[config.mk]
export PLATFORM = sky130hd
export DESIGN_NAME = cms_clock_mode_select
export DESIGN_NICKNAME = d
export VERILOG_FILES = /design/src/cms_clock_mode_select.sv /design/src/cms_sync.sv
export SDC_FILE = /design/constraint.sdc
export NUM_CORES = 1
export LEC_CHECK = 0
export ABC_CLOCK_PERIOD_IN_PS = 5200
export BUFFER_PORTS_ARGS = -buffer_cell sky130_fd_sc_hd__buf_2
export CORE_MARGIN = 8
export CORE_UTILIZATION = 35
export CTS_CLUSTER_SIZE = 16
export DETAILED_ROUTE_END_ITERATION = 8
export MAX_ROUTING_LAYER = met4
export PLACE_DENSITY_LB_ADDON = 0.08
export RECOVER_POWER = 100
export SETUP_SLACK_MARGIN = 0.2
export SLEW_MARGIN = 5
export SYNTH_ARGS = -nofsm -noshare
export SYNTH_HDL_FRONTEND = slang
export SYNTH_SLANG_ARGS = --single-unit
[constraint.sdc]
create_clock -name i_core_clk -period 5.2 [get_ports i_core_clk]
set_clock_uncertainty 0.05 [all_clocks]
set_input_delay 0 -clock i_core_clk [delete_from_list [all_inputs] [get_ports i_core_clk]]
set_output_delay 0 -clock i_core_clk [all_outputs]
set_load 0.03 [all_outputs]
[src/cms_clock_mode_select.sv]
// Package and top of the CPU clock mode selector: strap capture, clock path selection,
// half-period edge generation and the multiplier-loop control outputs.
// Assumes the oscillator input and strap pins are asynchronous pins and i_srst is
// held for at least three i_core_clk edges so the strap pins settle through the synchroniser.
//
// Operation
// - Strap pins sampled while reset is asserted
// - Strap decode gives the eight multiplier factors
// - Pattern 001 selects divide-by-two prescaler
// - Prescaler phase lasts one input period
// - Pattern 011 selects direct drive, loop bypassed
// - Direct drive phases follow input duty cycle
// - Two direct phases equal one input period
// - Watchdog enabled: loop free-runs in bypass modes
// - Watchdog disabled: loop off in bypass modes
// - Both CPU clock edges trigger actions
// - Half-period unit counts CPU clock edges
// - Other patterns use multiplier loop output
//
// Implementation choices: the placing of the registers and the plain strobed port.
`timescale 1ns/1ps
`default_nettype none

package cms_pkg;

    //--------------------------------------------------------------------
    // Register map
    //--------------------------------------------------------------------
    localparam int              CMS_ADDR_W      = 8;
    localparam int              CMS_DATA_W      = 32;
    localparam logic [7:0]      CMS_OFS_SYSCFG  = 8'h00;
    localparam logic [7:0]      CMS_OFS_STATUS  = 8'h04;
    localparam int              CMS_OWD_DIS_BIT = 4;
    localparam logic            CMS_OWD_DIS_RST = 1'b0;

    //--------------------------------------------------------------------
    // Strap patterns and factors
    //--------------------------------------------------------------------
    localparam logic [2:0]      CMS_STRAP_DFLT   = 3'h7;
    localparam logic [2:0]      CMS_STRAP_PRESC  = 3'h1;
    localparam logic [2:0]      CMS_STRAP_DIRECT = 3'h3;
    // Twice the factor per strap value, index 7 down to 0: 4,3,2,5,1,1.5,0.5,2.5
    localparam logic [7:0][3:0] CMS_FACTOR2 = {4'h8, 4'h6, 4'h4, 4'ha, 4'h2, 4'h3, 4'h1, 4'h5};

    //--------------------------------------------------------------------
    // Types
    //--------------------------------------------------------------------
    typedef enum logic [1:0] {
        CMS_MODE_PLL,
        CMS_MODE_DIRECT,
        CMS_MODE_PRESC
    } cms_mode_t;

    typedef struct packed {
        logic [2:0] strap;
        cms_mode_t  mode;
        logic       pll_en;
        logic       pll_free_run;
        logic       cpu_clk;
    } cms_status_t;

    localparam int CMS_STATUS_W = $bits(cms_status_t);

endpackage

module cms_clock_mode_select
    import cms_pkg::*;
#(
    parameter int PER_W = 16,
    parameter int HP_W  = 16
) (
    // Clock and reset
    input  wire logic                  i_core_clk,
    input  wire logic                  i_srst,
    // Pins
    input  wire logic                  i_osc_in,
    input  wire logic [2:0]            i_clock_mode_strap_pins,
    // Register port
    input  wire logic [CMS_ADDR_W-1:0] i_addr,
    input  wire logic [CMS_DATA_W-1:0] i_wdata,
    input  wire logic                  i_wr,
    input  wire logic                  i_rd,
    output logic      [CMS_DATA_W-1:0] o_rdata,
    // CPU clock
    output logic                       o_cpu_clk,
    output logic                       o_cpu_edge,
    output logic      [HP_W-1:0]       o_cpu_half_period_cnt,
    // Multiplier loop control
    output logic                       o_pll_enable,
    output logic                       o_pll_free_run,
    output logic      [3:0]            o_pll_factor2,
    output cms_mode_t                  o_mode
);

    //--------------------------------------------------------------------
    // Pin synchronisation
    //--------------------------------------------------------------------
    logic [3:0] pins_s;
    logic       osc_s;
    logic [2:0] strap_s;

    cms_sync #(
        .W (4)
    ) u_sync (
        .i_core_clk (i_core_clk),
        .i_async    ({i_osc_in, i_clock_mode_strap_pins}),
        .o_sync     (pins_s)
    );

    assign osc_s   = pins_s[3];
    assign strap_s = pins_s[2:0];

    //--------------------------------------------------------------------
    // Strap capture and mode decode
    //--------------------------------------------------------------------
    logic [2:0] strap_q;
    cms_mode_t  mode;
    logic [3:0] factor2;

    always_ff @(posedge i_core_clk) begin
        if (i_srst) begin
            strap_q <= strap_s;
        end
    end

    assign mode    = (strap_q == CMS_STRAP_PRESC)  ? CMS_MODE_PRESC :
                     (strap_q == CMS_STRAP_DIRECT) ? CMS_MODE_DIRECT :
                                                     CMS_MODE_PLL;
    assign factor2 = CMS_FACTOR2[strap_q];

    //--------------------------------------------------------------------
    // Register port
    //--------------------------------------------------------------------
    logic                  owd_dis_q;
    logic [CMS_DATA_W-1:0] rdata_q;
    logic                  sel_cfg;
    logic                  sel_sts;
    cms_status_t           status;
    logic [CMS_DATA_W-1:0] rdata_d;

    assign sel_cfg = (i_addr == CMS_OFS_SYSCFG);
    assign sel_sts = (i_addr == CMS_OFS_STATUS);

    assign status.strap        = strap_q;
    assign status.mode         = mode;
    assign status.pll_en       = o_pll_enable;
    assign status.pll_free_run = o_pll_free_run;
    assign status.cpu_clk      = o_cpu_clk;

    assign rdata_d = !i_rd  ? '0 :
                     sel_cfg ? (CMS_DATA_W'(owd_dis_q) << CMS_OWD_DIS_BIT) :
                     sel_sts ? {{(CMS_DATA_W-CMS_STATUS_W){1'b0}}, status} :
                               '0;

    always_ff @(posedge i_core_clk) begin
        if (i_srst) begin
            owd_dis_q <= CMS_OWD_DIS_RST;
            rdata_q   <= '0;
        end else begin
            rdata_q <= rdata_d;
            if (i_wr && sel_cfg) begin
                owd_dis_q <= i_wdata[CMS_OWD_DIS_BIT];
            end
        end
    end

    assign o_rdata = rdata_q;

    //--------------------------------------------------------------------
    // Multiplier loop control
    //--------------------------------------------------------------------
    assign o_pll_enable   = (mode == CMS_MODE_PLL) || !owd_dis_q;
    assign o_pll_free_run = (mode != CMS_MODE_PLL) && !owd_dis_q;
    assign o_pll_factor2  = factor2;
    assign o_mode         = mode;

    //--------------------------------------------------------------------
    // Input period measurement
    //--------------------------------------------------------------------
    logic             osc_prev_q;
    logic             osc_rise;
    logic [PER_W-1:0] cnt_q;
    logic [PER_W-1:0] period_q;

    assign osc_rise = osc_s && !osc_prev_q;

    always_ff @(posedge i_core_clk) begin
        if (i_srst) begin
            // Track the pin in reset so release gives no false rise
            osc_prev_q <= osc_s;
            cnt_q      <= '0;
            period_q   <= '0;
        end else begin
            osc_prev_q <= osc_s;
            if (osc_rise) begin
                cnt_q    <= '0;
                period_q <= cnt_q + PER_W'(1);
            end else if (cnt_q != '1) begin
                cnt_q <= cnt_q + PER_W'(1);
            end
        end
    end

    //--------------------------------------------------------------------
    // Multiplier edge generator
    //--------------------------------------------------------------------
    // Twice the factor in edges per input period; the accumulator is
    // realigned on every input rise so the output stays locked.
    logic [PER_W-1:0] acc_q;
    logic [PER_W:0]   acc_sum;
    logic             pll_toggle;
    logic [PER_W-1:0] acc_d;

    assign acc_sum    = {1'b0, acc_q} + (PER_W+1)'(factor2);
    assign pll_toggle = (period_q != '0) && (acc_sum >= {1'b0, period_q});
    assign acc_d      = osc_rise   ? '0 :
                        pll_toggle ? PER_W'(acc_sum - {1'b0, period_q}) :
                                     acc_sum[PER_W-1:0];

    always_ff @(posedge i_core_clk) begin
        if (i_srst) begin
            acc_q <= '0;
        end else begin
            acc_q <= acc_d;
        end
    end

    //--------------------------------------------------------------------
    // CPU clock selection
    //--------------------------------------------------------------------
    logic             cpu_clk_q;
    logic             cpu_clk_d;
    logic             edge_q;
    logic [HP_W-1:0]  hp_cnt_q;

    assign cpu_clk_d = (mode == CMS_MODE_DIRECT) ? osc_s :
                       (mode == CMS_MODE_PRESC)  ? (cpu_clk_q ^ osc_rise) :
                                                   (cpu_clk_q ^ pll_toggle);

    always_ff @(posedge i_core_clk) begin
        if (i_srst) begin
            cpu_clk_q <= 1'b0;
            edge_q    <= 1'b0;
            hp_cnt_q  <= '0;
        end else begin
            cpu_clk_q <= cpu_clk_d;
            edge_q    <= cpu_clk_d ^ cpu_clk_q;
            if (cpu_clk_d ^ cpu_clk_q) begin
                hp_cnt_q <= hp_cnt_q + HP_W'(1);
            end
        end
    end

    assign o_cpu_clk             = cpu_clk_q;
    assign o_cpu_edge            = edge_q;
    assign o_cpu_half_period_cnt = hp_cnt_q;

    //--------------------------------------------------------------------
    // Phase length monitor
    //--------------------------------------------------------------------
    // Length of the phase ending at each edge pulse and of the one before;
    // checks wait for three pulses so no phase is cut short by reset.
    logic [PER_W-1:0] ph_cnt_q;
    logic [PER_W-1:0] ph_last_q;
    logic [1:0]       ph_seen_q;
    logic             ph_valid;

    assign ph_valid = (ph_seen_q == 2'h3) && o_cpu_edge;

    always_ff @(posedge i_core_clk) begin
        if (i_srst) begin
            ph_cnt_q  <= '0;
            ph_last_q <= '0;
            ph_seen_q <= '0;
        end else if (o_cpu_edge) begin
            ph_cnt_q  <= PER_W'(1);
            ph_last_q <= ph_cnt_q;
            if (ph_seen_q != 2'h3) begin
                ph_seen_q <= ph_seen_q + 2'h1;
            end
        end else if (ph_cnt_q != '1) begin
            ph_cnt_q <= ph_cnt_q + PER_W'(1);
        end
    end

    //--------------------------------------------------------------------
    // Assertions
    //--------------------------------------------------------------------
    a_strap_capture: assert property (@(posedge i_core_clk) disable iff (i_srst)
        $fell(i_srst) |-> strap_q == $past(strap_s))
        else $error("strap not taken at reset release");

    a_strap_hold: assert property (@(posedge i_core_clk) disable iff (i_srst)
        !$past(i_srst) |-> $stable(strap_q))
        else $error("strap changed outside reset");

    a_factor_dflt: assert property (@(posedge i_core_clk) disable iff (i_srst)
        strap_q == CMS_STRAP_DFLT |-> o_pll_factor2 == 4'h8 && o_mode == CMS_MODE_PLL)
        else $error("default strap not factor four");

    a_presc_toggle: assert property (@(posedge i_core_clk) disable iff (i_srst)
        mode == CMS_MODE_PRESC && osc_rise |=> o_cpu_clk != $past(o_cpu_clk) && o_cpu_edge)
        else $error("prescaler missed input rise");

    a_presc_phase: assert property (@(posedge i_core_clk) disable iff (i_srst)
        mode == CMS_MODE_PRESC && !osc_rise |=> $stable(o_cpu_clk))
        else $error("prescaler phase ended early");

    a_direct_follow: assert property (@(posedge i_core_clk) disable iff (i_srst)
        mode == CMS_MODE_DIRECT |=> o_cpu_clk == $past(osc_s) && o_pll_free_run == !owd_dis_q)
        else $error("direct drive not following input");

    a_direct_rise: assert property (@(posedge i_core_clk) disable iff (i_srst)
        mode == CMS_MODE_DIRECT && osc_rise |=> o_cpu_clk ##1 o_cpu_edge == !o_cpu_clk)
        else $error("direct phase pairing broken");

    a_presc_len: assert property (@(posedge i_core_clk) disable iff (i_srst)
        mode == CMS_MODE_PRESC && ph_valid |-> ph_cnt_q == period_q)
        else $error("prescaler phase not one input period");

    a_direct_pair: assert property (@(posedge i_core_clk) disable iff (i_srst)
        mode == CMS_MODE_DIRECT && ph_valid && o_cpu_clk |-> ph_cnt_q + ph_last_q == period_q)
        else $error("direct phase pair not one input period");

    a_loop_free: assert property (@(posedge i_core_clk) disable iff (i_srst)
        mode != CMS_MODE_PLL && !owd_dis_q |-> o_pll_enable && o_pll_free_run)
        else $error("loop not free-running for watchdog");

    a_loop_off: assert property (@(posedge i_core_clk) disable iff (i_srst)
        mode != CMS_MODE_PLL && owd_dis_q |-> !o_pll_enable && !o_pll_free_run)
        else $error("loop not switched off");

    a_loop_used: assert property (@(posedge i_core_clk) disable iff (i_srst)
        mode == CMS_MODE_PLL && pll_toggle |=> o_cpu_edge && o_pll_enable && !o_pll_free_run)
        else $error("loop edge not driving cpu clock");

    a_edge_count: assert property (@(posedge i_core_clk) disable iff (i_srst)
        $changed(o_cpu_clk) |-> o_cpu_half_period_cnt == $past(o_cpu_half_period_cnt) + HP_W'(1))
        else $error("half-period count off");

    a_edge_both: assert property (@(posedge i_core_clk) disable iff (i_srst)
        !$past(i_srst) && $fell(o_cpu_clk) |-> o_cpu_edge)
        else $error("falling edge not flagged");

    c_presc: cover property (@(posedge i_core_clk) disable iff (i_srst)
        mode == CMS_MODE_PRESC && o_cpu_edge ##[1:20] o_cpu_edge);
    c_direct: cover property (@(posedge i_core_clk) disable iff (i_srst)
        mode == CMS_MODE_DIRECT && $rose(o_cpu_clk));
    c_pll: cover property (@(posedge i_core_clk) disable iff (i_srst)
        mode == CMS_MODE_PLL && pll_toggle ##[1:20] pll_toggle);
    c_owd_off: cover property (@(posedge i_core_clk) disable iff (i_srst)
        $rose(owd_dis_q) && mode != CMS_MODE_PLL);

endmodule // cms_clock_mode_select

`default_nettype wire

[src/cms_sync.sv]
// Two-flop synchroniser for a group of asynchronous pin levels.
// Assumes the pins are static or slow against i_core_clk; no reset, data path only.
`timescale 1ns/1ps
`default_nettype none

module cms_sync #(
    parameter int W = 1
) (
    // Clock
    input  wire logic         i_core_clk,
    // Asynchronous levels
    input  wire logic [W-1:0] i_async,
    // Synchronised levels
    output logic      [W-1:0] o_sync
);

    //--------------------------------------------------------------------
    // Per-bit double flop
    //--------------------------------------------------------------------
    logic [W-1:0] meta_q;
    logic [W-1:0] sync_q;

    for (genvar b = 0; b < W; b++) begin : g_bit
        always_ff @(posedge i_core_clk) begin
            meta_q[b] <= i_async[b];
            sync_q[b] <= meta_q[b];
        end
    end

    assign o_sync = sync_q;

endmodule // cms_sync

`default_nettype wire

Yosys cells after proc, flatten, opt, wreduce, memory -nomap -nowiden
Memories as Yosys holds them, arrays and structs flattened. A register that Yosys moved wholly into a read port is not among the register bits.
Cells that the tools add are included.
- flip-flop bits (word level): 111
- ROM bits: 32
- bits of input ports: 48
- output and inout port bits: 58
- memories kept: 1
- $add $sub $neg: 4
- magnitude comparators: 2
- equal/unequal tests: 6
- multiplexer cells: 9
- bitwise operators: 5
- reduce and logical (&&, ||, !) cells: 15
- memories (memory ; depth ; width ; read ports ; clocked after memory_dff ; wr ports ; line ; RTL):
    (no name shown) ; 8 ; 4 ; 1 ; 1 ; 0 ; cms_clock_mode_select.sv:129 ; assign factor2 = CMS_FACTOR2[strap_q];
- operators by type and width (kind ; count):
    adder 16 x 1 -> 16 bit, second input constant ; 2
    adder 16 x 4 -> 17 bit ; 1
    greater-or-equal comparator 17 x 16 -> 1 bit ; 1
    two-way mux 16 bit ; 1
    != test 16 bit, second input constant ; 1
    nonzero test 16 bit ; 1
    subtractor 16 bit ; 1
    two-way mux 5 bit ; 2
    == test 8 x 3 -> 1 bit, second input constant ; 1
    zero test 8 bit ; 1
    logical AND 1 bit ; 4
    less-than comparator 3 x 4 -> 1 bit, second input constant ; 1
    two-way mux 4 bit ; 1
    OR reduction 2 bit ; 2
    OR reduction 4 bit ; 1
    == test 3 x 1 -> 1 bit, second input constant ; 1
    == test 3 x 2 -> 1 bit, second input constant ; 1
    two-way mux 1 bit ; 3
    two-way mux 3 bit ; 1
    OR reduction 3 bit ; 1
    XOR 1 bit ; 3
    == test 2 x 1 -> 1 bit, second input constant ; 1
    == test 2 bit, second input constant ; 1
    zero test 1 bit ; 2
    5 further kinds ; 6

Longest topological paths before layout
- depth after elaboration: 9
- depth in mapped cells: 18

By module
From an unflattened synthesis, not the netlist that was laid out.
- cell total of the unflattened synthesis: 536
- area, all modules: 4703.3 um2
- by module, submodules not included (module ; times used ; cells an instance ; area each (um2) ; seq. area each (um2)):
    cms_clock_mode_select ; 1 ; 528 ; 4543.1 ; 1691.6
    cms_sync ; 1 ; 8 ; 160.2 ; 160.2

Worst setup path before layout
Ideal clock, no wire load.
- kind: reg-to-reg
- start: register, netlist name o_pll_factor2[1]
- end: register hp_cnt_q[13], in the netlist o_cpu_half_period_cnt[13]
- library setup time: 123 ps
- arrival: 4011 ps
- data required time: 5027 ps
- setup slack: 1016 ps
- cell stages (with the launch flop): 18
- buffers on the path: 1
- clock period less this slack: 4184 ps
- cells stage by stage: dfxtp_1 > ha_1 > a21o_1 > a21oi_1 > nor2_1 > o21a_1 > nand4_1 > xnor2_1 > ha_1 > and4_4 > nand2_2 > or4_4 > o211ai_2 > a221oi_4 > o21a_4 > buf_6 > nor4_1 > mux2_1
- RTL lines (item ; line ; RTL):
    to (signal assigned) ; cms_clock_mode_select.sv:249 ; hp_cnt_q <= hp_cnt_q + HP_W'(1);
    to (decl) ; cms_clock_mode_select.sv:234 ; logic [HP_W-1:0] hp_cnt_q;

==> run metrics <==
status=finished, violations left; failing checks=max-capacitance violations, max-slew violations; synth-to-layout area growth=13.2%; Tightest Hold Check Type=primary input to register; crit path launch=o_pll_factor2[0]$_SDFF_PP0_; Synth warnings=0; vias in the first global route=3692; detailed placer's ending HPWL=8.05 mm; setup slack, reg-to-reg=0.59 ns; layout cell share with drive strength beyond 1=0.0671; postcts setup bufs=0; Slew HR=-0.882; distinct cell type count after synthesis=55; Die W=132 um; IO Pins=106; htree depth=3; R2R depth=16; TritonCTS clock tree=done; Async S/R FF share, synth=0; Total Wirelength=11.0 mm; # DRC=0; post-synthesis register bit count=91; Setup crit start kind=register; FP Rows=42; max-cap violations=1; Worst Setup Path Type=register to register; core area=13200 um2; Post-CTS Resized=0; worst r2r src=o_pll_factor2[0]$_SDFF_PP0_; nets=665; Die Area=17400 um2; Setup crit end kind=register; Synth Instances=536; CTS sink cnt=91; Root Buffer=clkbuf_16; Main synth FF type=dfxtp_1; n_diodes=0; global-route wire length before repair=18.0 mm; Worst-path clk slew=0.06 ns; worst setup path endpoint=o_cpu_half_period_cnt[12]$_SDFFE_PP0P_; hold buffer count at CTS=9; PD cells=596 nW/um2; worst slew pin tran=2.82 ns; cell area after synthesis=4700 um2; Routed Antenna Nets=0; drt first pass iters=4; final period utilization=0.886; largest net degree at the start of global routing=47; PortBufs=50; syn avg cell area=8.77 um2; Final Setup Violations=0; Hold Crit Start=i_wr; initial antenna violation count=0; Max Freq=217 MHz; routed vias=3790; Die Height=132 um; Worst Path Max Fanout=27; Num CTS Buffers=9; drt via density=4.91; Worst Slack Setup Final=0.594 ns; min Tclk post-route=4.61 ns; worst vdd ir=0.000227 V; WL per Instance=14.2 um; RD Place Congestion=0.749; 1st-iter DRT viols=152; Required @ worst endpoint=5.38 ns; Placement Setup Slack=0.772 ns; initial core utilization=0.357; Final Hold Vio Count=0; Seq/Total Area, Yosys=0.394; FF-to-FF End=o_cpu_half_period_cnt[12]$_SDFFE_PP0P_; arrival time worst endpoint=4.79 ns; Post-synth EDFFs=3; gr ovfl total=0; Setup TNS=0 ns; clk_lat worst skew=0.35 ns; maximum root-to-sink buffer count=2; gr usage total=0.131; RSZ-0062 raised after global routing=false; P_leak=2.08 nW; Slew Viols, Final=47
## layer usage
metal,GRT usage,wire [um]
met2,0.201,4920
met3,0.0313,452
met1,0.160,5360
met4,0.0613,218
met5,-,0
## report_power, final
group          switching, mW  internal [mW]  total [mW]  leakage (nW)
clock                  0.285          0.351       0.636         0.142
sequential            0.0637          0.782       0.846         0.745
combinational          0.973          0.721        1.69          1.19
total                   1.32           1.85        3.17          2.08
## critical path, cell delays in order (launching register included)
cell,delay (ns)
dfxtp_1,0.32
ha_1,0.22
fa_1,0.42
a21oi_1,0.21
o21ai_1,0.22
nand2_1,0.19
nor2_1,0.08
xor2_1,0.16
ha_1,0.35
and3_1,0.23
nand2_2,0.07
or4_2,0.64
o211ai_1,0.16
a221oi_1,0.17
o21a_4,0.32
nor4_1,0.33
mux2_1,0.35
## through the flow
step / hold slack [ns] / cells / utilization / area [um2] / total power, mW
global placement: 0.0556 / 747 / 0.381 / 5020 / 2.60
global route: 0.0664 / 772 / 0.404 / 5320 / 3.44
floorplan: -0.0223 / 559 / - / 4790 / 2.33
CTS: 0.0274 / 772 / 0.409 / 5400 / 3.26
finish: 0.0393 / 772 / 0.404 / 5320 / 3.17
detailed placement: 0.0536 / 747 / 0.381 / 5020 / 2.61
## how the worst min path moves through the flow
stage,depth (start not counted),to,slack [ns]
after global routing,4,owd_dis_q$_SDFFE_PP0P_,0.07
after CTS,4,owd_dis_q$_SDFFE_PP0P_,0.03
after floorplan,0,u_sync.meta_q[0]$_DFF_P_,-0.02
final,4,owd_dis_q$_SDFFE_PP0P_,0.04
after detailed placement,1,u_sync.meta_q[1]$_DFF_P_,0.05
after global placement,1,u_sync.meta_q[1]$_DFF_P_,0.06
## area by class of cell
type                            instances  area (um2)
Tap cell                              176         220
Multi-Input combinational cell        395        2530
Fill cell                            1398        7870
Sequential cell                        91        1850
Timing Repair Buffer                   60         305
Clock buffer                           11         253
Inverter                               34         128
Clock inverter                          5        35.0
## kinds of logic (layout without fill, tap and decap cells)
| family | after synthesis | after routing | synth area share |
|---|---|---|---|
| adder cells (fa/ha/maj) | 26 | 26 | 0.0724 |
| multiplexers | 13 | 13 | 0.0290 |
| buffers and inverters | 73 | 110 | 0.0798 |
| flip-flops | 91 | 91 | 0.394 |
| AND/OR/NAND/NOR | 178 | 178 | 0.194 |
| AO/OA/AOI/OAI | 109 | 109 | 0.146 |
| XOR/XNOR | 45 | 45 | 0.0838 |
| other | 1 | 24 | 0.000797 |
## sequential cells by signal (all words and copies together), names as in the netlist
register / flops
u_sync.meta_q: 4
period_q: 16
cnt_q: 16
o_rdata: 8
o_pll_factor2: 4
u_sync.o_sync: 4
strap_q: 3
osc_prev_q: 1
o_cpu_edge: 1
o_cpu_clk: 1
o_cpu_half_period_cnt: 16
owd_dis_q: 1
acc_q: 16
## cells in the mapped netlist, types with 3 or more instances
cell	n	area [um2]
dfxtp_1	88	1760
a21oi_1	51	255
nor2_1	51	191
inv_1	34	128
nand2_1	30	113
buf_4	25	188
xnor2_1	25	219
ha_1	24	300
nand3_1	24	120
xor2_1	20	175
o22ai_1	15	93.8
clkbuf_1	11	41.3
o31ai_1	10	75.1
and3_1	9	56.3
nor2b_1	9	56.3
and2_1	8	50.1
mux2i_1	8	80.1
nor4_1	8	50.1
or4_1	8	60.1
o21ai_0	7	35.0
a21o_1	6	45.0
nor3_1	6	30.0
nand4_1	5	31.3
and4_1	4	35.0
edfxtp_1	3	90.1
mux2_1	3	33.8
nand2b_1	3	18.8
o21ai_1	3	15.0
or3_1	3	18.8
## cells in the final DEF, fill, tap and decap left out, types with 3 or more instances in the layout
cell,netlist,routed
a21o_1,6,6
a21oi_1,51,51
and2_0,1,5
and2_1,8,4
and3_1,9,9
and4_1,4,4
buf_2,0,16
clkbuf_1,11,34
clkbuf_16,0,9
conb_1,1,24
dfxtp_1,88,88
dlygate4sd3_1,0,9
edfxtp_1,3,3
ha_1,24,24
inv_1,34,34
mux2_1,3,3
mux2i_1,8,8
nand2_1,30,30
nand2b_1,3,3
nand3_1,24,24
nand4_1,5,5
nor2_1,51,51
nor2b_1,9,9
nor3_1,6,6
nor4_1,8,9
o211ai_1,2,3
o21ai_0,7,7
o21ai_1,3,3
o22ai_1,15,15
o31ai_1,10,10
or3_1,3,3
or4_1,8,8
xnor2_1,25,25
xor2_1,20,20
No activity file was read; power rests on OpenSTA's default activity.
